[src/rtl/usb_charge_consts.svh]
/*
  Offsets, field positions, reset values and timing counts of the
  charge-mode controller. Assumes a 10 MHz aclk.
*/
`ifndef USB_CHARGE_CONSTS_SVH
`define USB_CHARGE_CONSTS_SVH

`define CLK_PERIOD_NS      100
`define ADDR_STATUS        4'h0
`define ADDR_CTRL          4'h4
`define STAT_MODE_LSB      0
`define STAT_SCHEME_LSB    3
`define STAT_DISCHG_BIT    5
`define STAT_POWER_BIT     6
`define STAT_DATA_BIT      7
`define CTRL_PORT_ALLOW    0
`define CTRL_RESET         32'h0000_0001
`define RESP_OKAY          2'h0
`define RESP_SLVERR        2'h2
`define DEBOUNCE_CYCLES    4
`define DISCHARGE_TIME_US  10
`define V12_TIME_US        20
`define DISCHARGE_CYCLES   ((`DISCHARGE_TIME_US * 1000) / `CLK_PERIOD_NS)
`define V12_CYCLES         ((`V12_TIME_US * 1000) / `CLK_PERIOD_NS)

`endif

[src/rtl/usb_charge_pkg.sv]
/*
  Types of the charge-mode controller: port modes, sequencing states
  and dedicated-charging schemes. Assumes nothing else.
*/
package usb_charge_pkg;

    typedef enum logic [2:0] {
        MODE_RLCO   = 3'h0,
        MODE_DCP    = 3'h1,
        MODE_SDP    = 3'h2,
        MODE_CLIENT = 3'h3,
        MODE_RLDP   = 3'h4,
        MODE_CDP    = 3'h5
    } mode_t;

    typedef enum logic {
        ST_RUN       = 1'b0,
        ST_DISCHARGE = 1'b1
    } seq_state_t;

    typedef enum logic [1:0] {
        SCH_DIVIDER = 2'h0,
        SCH_V12     = 2'h1,
        SCH_SHORTED = 2'h2
    } scheme_t;

endpackage

[src/rtl/mode_debounce.sv]
/*
  Two-flop synchroniser and stability filter for the mode-select code.
  Assumes a single clock and a synchronous active-low reset.
*/
`timescale 1ns/1ps
`default_nettype none

module mode_debounce #(
    parameter int W      = 3,
    parameter int STABLE = 4
) (
    input  wire logic         aclk,
    input  wire logic         aresetn,
    input  wire logic [W-1:0] raw,
    output logic      [W-1:0] stable
);

    logic [W-1:0] sync1;
    logic [W-1:0] sync2;
    logic [W-1:0] last;
    logic [7:0]   cnt;
    logic [W-1:0] next_stable;
    logic [7:0]   next_cnt;

    always_comb begin
        next_stable = stable;
        next_cnt    = cnt;
        if (sync2 != last) begin
            next_cnt = 8'h00;
        end else if (cnt < 8'(STABLE - 1)) begin
            next_cnt = cnt + 8'h01;
        end else begin
            next_stable = last;
        end
    end

    always_ff @(posedge aclk) begin
        if (!aresetn) begin
            sync1  <= '0;
            sync2  <= '0;
            last   <= '0;
            cnt    <= 8'h00;
            stable <= '0;
        end else begin
            sync1  <= raw;
            sync2  <= sync1;
            last   <= sync2;
            cnt    <= next_cnt;
            stable <= next_stable;
        end
    end

endmodule

`default_nettype wire

[src/rtl/usb_charge_mode_control.sv]
/*
  Charging-port mode controller with an AXI4-Lite register slave.
  Assumes one 10 MHz clock, synchronous active-low reset, and that
  attach/release indications from the data-line comparators are
  synchronous to aclk.
*/
// Chosen here: the address map and register access over AXI4-Lite.
`timescale 1ns/1ps
`default_nettype none
`include "usb_charge_consts.svh"

module usb_charge_mode_control
    import usb_charge_pkg::*;
#(
    parameter int DISCHARGE_CYC = `DISCHARGE_CYCLES,
    parameter int V12_CYC       = `V12_CYCLES
) (
    input  wire logic        aclk,
    input  wire logic        aresetn,
    input  wire logic [3:0]  s_axi_awaddr,
    input  wire logic        s_axi_awvalid,
    output logic             s_axi_awready,
    input  wire logic [31:0] s_axi_wdata,
    input  wire logic [3:0]  s_axi_wstrb,
    input  wire logic        s_axi_wvalid,
    output logic             s_axi_wready,
    output logic [1:0]       s_axi_bresp,
    output logic             s_axi_bvalid,
    input  wire logic        s_axi_bready,
    input  wire logic [3:0]  s_axi_araddr,
    input  wire logic        s_axi_arvalid,
    output logic             s_axi_arready,
    output logic [31:0]      s_axi_rdata,
    output logic [1:0]       s_axi_rresp,
    output logic             s_axi_rvalid,
    input  wire logic        s_axi_rready,
    input  wire logic        mode_select_bit_a,
    input  wire logic        mode_select_bit_b,
    input  wire logic        mode_select_bit_c,
    input  wire logic        enable,
    input  wire logic        overcurrent,
    input  wire logic        other_fault,
    input  wire logic        shorted_attach,
    input  wire logic        dline_released,
    output logic             ilim_high,
    output logic             status_n,
    output logic             fault_n,
    output logic             cs_enable,
    output logic             power_switch_on,
    output logic             data_switch_on,
    output logic             discharge_on,
    output logic             cdp_autoswitch_en,
    output logic [1:0]       dline_scheme
);

    ////////////////////////////////////////////////////////////////////
    // decode helpers

    function automatic mode_t decode(input logic [2:0] c);
        unique case (c)
            3'h0:        decode = MODE_RLCO;
            3'h1:        decode = MODE_DCP;
            3'h2, 3'h3:  decode = MODE_SDP;
            3'h4, 3'h5:  decode = MODE_CLIENT;
            3'h6:        decode = MODE_RLDP;
            default:     decode = MODE_CDP;
        endcase
    endfunction

    function automatic logic exempt(input mode_t a, input mode_t b);
        exempt = ((a == MODE_RLCO || a == MODE_DCP) && (b == MODE_RLCO || b == MODE_DCP))
              || ((a == MODE_RLDP || a == MODE_CDP) && (b == MODE_RLDP || b == MODE_CDP));
    endfunction

    ////////////////////////////////////////////////////////////////////
    // mode input filter

    logic [2:0] code;

    mode_debounce #(
        .W      (3),
        .STABLE (`DEBOUNCE_CYCLES)
    ) u_debounce (
        .aclk    (aclk),
        .aresetn (aresetn),
        .raw     ({mode_select_bit_a, mode_select_bit_b, mode_select_bit_c}),
        .stable  (code)
    );

    ////////////////////////////////////////////////////////////////////
    // mode sequencer

    mode_t       cur_mode;
    mode_t       next_cur_mode;
    seq_state_t  mst;
    seq_state_t  next_mst;
    logic [15:0] dis_cnt;
    logic [15:0] next_dis_cnt;
    mode_t       req_mode;
    logic        code_change;
    logic [31:0] ctrl;

    assign req_mode    = decode(code);
    assign code_change = (mst == ST_RUN) && (req_mode != cur_mode);

    always_comb begin
        next_cur_mode = cur_mode;
        next_mst      = mst;
        next_dis_cnt  = dis_cnt;
        unique case (mst)
            ST_RUN: begin
                if (code_change) begin
                    if (exempt(cur_mode, req_mode)) begin
                        next_cur_mode = req_mode;
                    end else begin
                        next_mst     = ST_DISCHARGE;
                        next_dis_cnt = 16'(DISCHARGE_CYC - 1);
                    end
                end
            end
            ST_DISCHARGE: begin
                if (dis_cnt == 16'h0000) begin
                    next_mst      = ST_RUN;
                    next_cur_mode = req_mode;
                end else begin
                    next_dis_cnt = dis_cnt - 16'h0001;
                end
            end
        endcase
    end

    // client mode at reset keeps the port unpowered until the first discharge ends
    always_ff @(posedge aclk) begin
        if (!aresetn) begin
            cur_mode <= MODE_CLIENT;
            mst      <= ST_RUN;
            dis_cnt  <= 16'h0000;
        end else begin
            cur_mode <= next_cur_mode;
            mst      <= next_mst;
            dis_cnt  <= next_dis_cnt;
        end
    end

    ////////////////////////////////////////////////////////////////////
    // dedicated-charging auto-detect

    scheme_t     dst;
    scheme_t     next_dst;
    logic [15:0] v_cnt;
    logic [15:0] next_v_cnt;
    logic        auto_on;

    // both 000 and 001 run auto-detect
    assign auto_on = (mst == ST_RUN) && (cur_mode == MODE_RLCO || cur_mode == MODE_DCP);

    always_comb begin
        next_dst   = dst;
        next_v_cnt = v_cnt;
        if (!auto_on) begin
            next_dst = SCH_DIVIDER;
        end else begin
            unique case (dst)
                SCH_DIVIDER: begin
                    if (shorted_attach) begin
                        next_dst   = SCH_V12;
                        next_v_cnt = 16'(V12_CYC - 1);
                    end
                end
                SCH_V12: begin
                    if (v_cnt == 16'h0000) begin
                        next_dst = SCH_SHORTED;
                    end else begin
                        next_v_cnt = v_cnt - 16'h0001;
                    end
                end
                SCH_SHORTED: begin
                    if (dline_released) begin
                        next_dst = SCH_DIVIDER;
                    end
                end
                default: next_dst = SCH_DIVIDER;
            endcase
        end
    end

    always_ff @(posedge aclk) begin
        if (!aresetn) begin
            dst   <= SCH_DIVIDER;
            v_cnt <= 16'h0000;
        end else begin
            dst   <= next_dst;
            v_cnt <= next_v_cnt;
        end
    end

    ////////////////////////////////////////////////////////////////////
    // pin outputs

    logic next_ilim;
    logic next_status_n;
    logic next_fault_n;
    logic next_cs;
    logic next_power;
    logic next_data;
    logic next_dis;
    logic next_auto_sw;

    always_comb begin
        next_ilim     = 1'b0;
        next_status_n = 1'b1;
        next_cs       = 1'b1;
        next_auto_sw  = 1'b0;
        next_dis      = (mst == ST_DISCHARGE);
        // shorted-scheme entry keeps power on: no discharge here
        next_power    = (mst == ST_RUN) && enable && ctrl[`CTRL_PORT_ALLOW];
        next_data     = 1'b0;
        next_fault_n  = !(other_fault || overcurrent);
        unique case (cur_mode)
            MODE_RLCO: next_fault_n = !other_fault;
            MODE_DCP: begin
                next_ilim     = 1'b1;
                next_status_n = 1'b0;
            end
            MODE_SDP: next_data = 1'b1;
            MODE_RLDP: begin
                next_data    = 1'b1;
                next_fault_n = !other_fault;
            end
            MODE_CDP: begin
                next_ilim     = 1'b1;
                next_status_n = 1'b0;
                next_data     = 1'b1;
                next_auto_sw  = (mst == ST_RUN);
            end
            MODE_CLIENT: begin
                next_cs      = 1'b0;
                next_power   = 1'b0;
                next_data    = 1'b1;
                next_fault_n = 1'b1;
            end
            default: next_fault_n = 1'b1;
        endcase
        next_data = next_data && enable && (mst == ST_RUN);
    end

    always_ff @(posedge aclk) begin
        if (!aresetn) begin
            ilim_high         <= 1'b0;
            status_n          <= 1'b1;
            fault_n           <= 1'b1;
            cs_enable         <= 1'b0;
            power_switch_on   <= 1'b0;
            data_switch_on    <= 1'b0;
            discharge_on      <= 1'b0;
            cdp_autoswitch_en <= 1'b0;
            dline_scheme      <= 2'h0;
        end else begin
            ilim_high         <= next_ilim;
            status_n          <= next_status_n;
            fault_n           <= next_fault_n;
            cs_enable         <= next_cs;
            power_switch_on   <= next_power;
            data_switch_on    <= next_data;
            discharge_on      <= next_dis;
            cdp_autoswitch_en <= next_auto_sw;
            dline_scheme      <= dst;
        end
    end

    ////////////////////////////////////////////////////////////////////
    // AXI4-Lite slave

    logic        aw_held;
    logic        w_held;
    logic [3:0]  aw_addr;
    logic [31:0] w_data;
    logic [3:0]  w_strb;
    logic        next_aw_held;
    logic        next_w_held;
    logic [3:0]  next_aw_addr;
    logic [31:0] next_w_data;
    logic [3:0]  next_w_strb;
    logic        next_bvalid;
    logic [1:0]  next_bresp;
    logic [31:0] next_ctrl;
    logic        next_arready;
    logic        next_rvalid;
    logic [31:0] next_rdata;
    logic [1:0]  next_rresp;
    logic [31:0] status_word;

    assign status_word = {24'h0, data_switch_on, power_switch_on, discharge_on,
                          dst, cur_mode};

    // one write in flight; address and data may come in either order
    always_comb begin
        next_aw_held = aw_held;
        next_w_held  = w_held;
        next_aw_addr = aw_addr;
        next_w_data  = w_data;
        next_w_strb  = w_strb;
        next_bvalid  = s_axi_bvalid;
        next_bresp   = s_axi_bresp;
        next_ctrl    = ctrl;
        if (s_axi_awvalid && s_axi_awready) begin
            next_aw_held = 1'b1;
            next_aw_addr = s_axi_awaddr;
        end
        if (s_axi_wvalid && s_axi_wready) begin
            next_w_held = 1'b1;
            next_w_data = s_axi_wdata;
            next_w_strb = s_axi_wstrb;
        end
        if (aw_held && w_held && !s_axi_bvalid) begin
            next_aw_held = 1'b0;
            next_w_held  = 1'b0;
            next_bvalid  = 1'b1;
            next_bresp   = `RESP_OKAY;
            if (aw_addr == `ADDR_CTRL) begin
                if (w_strb[0]) begin
                    next_ctrl[`CTRL_PORT_ALLOW] = w_data[`CTRL_PORT_ALLOW];
                end
            end else if (aw_addr != `ADDR_STATUS) begin
                next_bresp = `RESP_SLVERR;
            end
        end else if (s_axi_bvalid && s_axi_bready) begin
            next_bvalid = 1'b0;
        end
    end

    always_comb begin
        next_rvalid  = s_axi_rvalid;
        next_rdata   = s_axi_rdata;
        next_rresp   = s_axi_rresp;
        next_arready = !s_axi_rvalid && !(s_axi_arvalid && s_axi_arready);
        if (s_axi_arvalid && s_axi_arready) begin
            next_rvalid = 1'b1;
            next_rresp  = `RESP_OKAY;
            unique case (s_axi_araddr)
                `ADDR_STATUS: next_rdata = status_word;
                `ADDR_CTRL:   next_rdata = ctrl;
                default: begin
                    next_rdata = 32'h0;
                    next_rresp = `RESP_SLVERR;
                end
            endcase
        end else if (s_axi_rvalid && s_axi_rready) begin
            next_rvalid  = 1'b0;
            next_arready = 1'b1;
        end
    end

    always_ff @(posedge aclk) begin
        if (!aresetn) begin
            aw_held       <= 1'b0;
            w_held        <= 1'b0;
            aw_addr       <= 4'h0;
            w_data        <= 32'h0;
            w_strb        <= 4'h0;
            s_axi_awready <= 1'b0;
            s_axi_wready  <= 1'b0;
            s_axi_bvalid  <= 1'b0;
            s_axi_bresp   <= 2'h0;
            ctrl          <= `CTRL_RESET;
            s_axi_arready <= 1'b0;
            s_axi_rvalid  <= 1'b0;
            s_axi_rdata   <= 32'h0;
            s_axi_rresp   <= 2'h0;
        end else begin
            aw_held       <= next_aw_held;
            w_held        <= next_w_held;
            aw_addr       <= next_aw_addr;
            w_data        <= next_w_data;
            w_strb        <= next_w_strb;
            s_axi_awready <= !next_aw_held && !next_bvalid;
            s_axi_wready  <= !next_w_held && !next_bvalid;
            s_axi_bvalid  <= next_bvalid;
            s_axi_bresp   <= next_bresp;
            ctrl          <= next_ctrl;
            s_axi_arready <= next_arready;
            s_axi_rvalid  <= next_rvalid;
            s_axi_rdata   <= next_rdata;
            s_axi_rresp   <= next_rresp;
        end
    end

    ////////////////////////////////////////////////////////////////////
    // checks

    // follows the instance override so the check tracks the real interval
    localparam int V12_LEN = V12_CYC;
endmodule

`default_nettype wire

[config.mk]
export PLATFORM = sky130hd
export DESIGN_NAME = usb_charge_mode_control
export DESIGN_NICKNAME = d
export VERILOG_FILES = /design/src/rtl/usb_charge_pkg.sv /design/src/rtl/mode_debounce.sv /design/src/rtl/usb_charge_mode_control.sv
export VERILOG_INCLUDE_DIRS = /design/src /design/src/rtl
export SDC_FILE = /design/constraint.sdc
export NUM_CORES = 1
export LEC_CHECK = 0
export BUFFER_PORTS_ARGS = -buffer_cell sky130_fd_sc_hd__buf_2
export CAP_MARGIN = 20
export CORE_MARGIN = 3
export CORE_UTILIZATION = 25
export CTS_BUF_LIST = sky130_fd_sc_hd__clkbuf_8
export CTS_CLUSTER_DIAMETER = 120
export DETAILED_ROUTE_END_ITERATION = 12
export PLACE_DENSITY = 0.54
export SLEW_MARGIN = 10
export SYNTH_ARGS = -nofsm -noshare
export SYNTH_HDL_FRONTEND = slang
export SYNTH_HIERARCHICAL = 1
export SYNTH_SLANG_ARGS = --single-unit
[constraint.sdc]
create_clock -name aclk -period 2.75 [get_ports aclk]
set_input_delay 0 -clock aclk [delete_from_list [all_inputs] [get_ports aclk]]
set_output_delay 0 -clock aclk [all_outputs]
set_load 0.02 [all_outputs]
==> impl_metrics.ini <==
[status]
outcome = completed

[die]
rows = 45
die_area_um2 = 17700
start_util = 0.260
chipWidth_um = 133
boundaryPins = 110
coreArea_um2 = 15500
die_h_um = 133

[route]
wl_per_cell_um = 12.3
viasPerCell = 4.47
drc_errors = 0
firstDrtPassIters = 7
finalWirelength_mm = 9.09
first_iter_violations = 140
num_vias = 3296
postRouteAntennaNets = 0

[global_routing]
grt_pass1_wl_mm = 15.2
grt_usage = 0.106
grt_pass1_vias = 3183
antenna_found_initial = 0
grt_overflow = 0
grt_max_degree = 30

[final_layout]
fill_cells = 1646
syn_to_final_growth_pct = 21.5
drive_gt1_frac = 0.181
nNetsFinal = 585
antenna_cells = 0
final_cell_mix = dfxtp_1, buf_2, nor2_1
final_common_cell = dfxtp_1

[timing]
fin_crit_sh = 0.923
worst_slew_pin_slew_ns = 0.598
rsz0062_at_grt = false
skew_ns = 0.0112
fin_setup_tns_ns = 0
setup_viol = 0
relSlewSlack = 0.600
period_minus_slack_ns = 2.54
finalHoldViolCount = 0
fmax_mhz = 394
drv_slew = 0

[setup_path]
rrSetupSlack_ns = 0.21
cp_slowest_cell = or3b_2
cp-start-kind = flop
setup.worst_path.end_class = flop
worstSetupPathType = flop to flop
crit_path_max_incr_delay_ns = 0.46
required_ns = 3.05
path_max_fanout = 8
worstPathCellList = inv_1 > ha_1 > or3b_2 > or2_2 > or3_4 > or4_1 > a21oi_1
arrival_ns = 2.84

[clock_tree]
ctsHoldBuffers = 25
numCtsBuffers = 9
clock_sinks = 92
cts_setup_buffers = 0
ctsHtreeMaxLevel = 3
clk_latency_ns = 0.37
cts_tree = done
cts_buffer_depth = 2
post_cts_resized = 0
root_buffer = clkbuf_8
clkTransAtPathRegs_ns = 0.09

[synth]
synth_flop_cell = dfxtp_1
synthCells = 445
synthDominantCellAreaShare = 0.455
synth_warnings = 6
synth_area_leaders = dfxtp_1, buf_4, nor2_1, xnor2_1, a21oi_1
yosysTopAreaCell = dfxtp_1
syn_area_um2 = 4040
synth-seq-cells = 92
synth_edf_count = 0
syn_area_per_cell_um2 = 9.09
synth.yosys.seq_area_share = 0.455
ys_types = 54
synthArstFlopShare = 0

[power_and_ir_drop]
power_mw = 3.73
powerDensity_nw_per_um2 = 758
ir_worst_vdd_uv = 319
p_leak_nw = 2.04

[place]
post-dp-hpwl_mm = 6.65
port-buffer-count = 49
gp_congestion = 0.830

[min_path]
hp-class = input pin to flop

[job]
max_cap_violations = 0
-- kinds of logic (layout without fill, tap and decap cells) --
group           count (synthesis)  count (layout)  share of synthesized area
simple gates                  194             194                      0.270
flops                          92              92                      0.455
compound gates                 60              60                     0.0965
buf+inv                        58             114                     0.0820
xor+xnor                       24              24                     0.0520
mux                            10              10                     0.0248
fa+ha+maj                       6               6                     0.0179
other cells                     1              26                   0.000927
-- metal layers --
layer | GRT usage | routed length, um
met1 | 0.133 | 4410
met2 | 0.168 | 4100
met3 | 0.0366 | 402
met4 | 0.0417 | 182
met5 | 0 | 0
-- cell type report --
| cell class | count | area (um^2) | share of cell area |
|---|---|---|---|
| Clock buffer | 10 | 138 | 0.0280 |
| Clock inverter | 6 | 78.8 | 0.0160 |
| Inverter | 13 | 48.8 | 0.00993 |
| Multi-Input combinational cell | 320 | 1960 | 0.400 |
| Sequential cell | 92 | 1840 | 0.375 |
| Tap cell | 211 | 264 | 0.0537 |
| Timing Repair Buffer | 85 | 578 | 0.118 |
-- registers in the layout (all words and copies together), names as in the netlist, 2 cells and up --
signal / count
u_debounce/last: 3
s_axi_rdata: 8
cur_mode: 3
dst: 2
u_debounce/sync2: 3
u_debounce/sync1: 3
dline_scheme: 2
dis_cnt: 16
v_cnt: 16
u_debounce/cnt: 8
aw_addr: 4
u_debounce/stable: 3
-- synthesized netlist by cell type, types with 2 or more instances --
master    number
a31oi_1        2
o21ai_0        3
clkbuf_1      15
nand3b_1       2
o41ai_1        3
nand2_1       30
nor4_1        16
nor2b_1        2
xnor2_1       18
nor3_1        10
nand3_1       11
ha_1           5
mux2i_1       10
o211ai_1       2
nand2b_1       5
nor2_1        42
o31ai_1        3
or3_1          9
a211oi_1       6
and3b_1        2
xor2_1         6
dfxtp_1       92
o21a_1         4
buf_4         26
or4_1          9
and3_1        14
nor3b_1        3
inv_1         13
nand4_1        3
or2_2          6
a22oi_1        8
and2_1        15
a31o_2         3
a21oi_1       24
or4b_2         3
buf_6          2
-- worst max-delay path, delay by kind of cell, from the launching register on --
| family | cells | cell delay [ns] |
|---|---|---|
| AO/OA/AOI/OAI | 1 | 0.15 |
| adder cells (fa/ha/maj) | 1 | 0.19 |
| buffers and inverters | 1 | 0.14 |
| flip-flops | 1 | 0.38 |
| AND/OR/NAND/NOR | 4 | 1.62 |
-- through the flow --
stage	util	std cells	setup WS [ns]	area, um^2	hold WS [ns]
2_1_floorplan	-	470	0.214	4140	0.127
3_3_place_gp	0.286	696	0.246	4450	0.213
3_5_place_dp	0.286	696	0.244	4450	0.215
4_1_cts	0.316	737	0.199	4910	0.0152
5_1_grt	0.316	737	0.0816	4910	0.0392
6_report	0.316	737	0.210	4910	0.0388
-- worst paths after layout --
kind                  startpoint             endpoint  cells after the start
max                  cur_mode[1]            v_cnt[15]                      7
min                      aresetn           dis_cnt[5]                      2
max reg2reg          cur_mode[1]            v_cnt[15]                      7
min reg2reg  u_debounce/sync1[0]  u_debounce/sync2[0]                      1
-- report_power, final --
group          switching [mW]  internal, mW
Combinational           0.643         0.478
Sequential              0.135          1.47
Clock                   0.471         0.529
(Power assumes the default switching activity.)
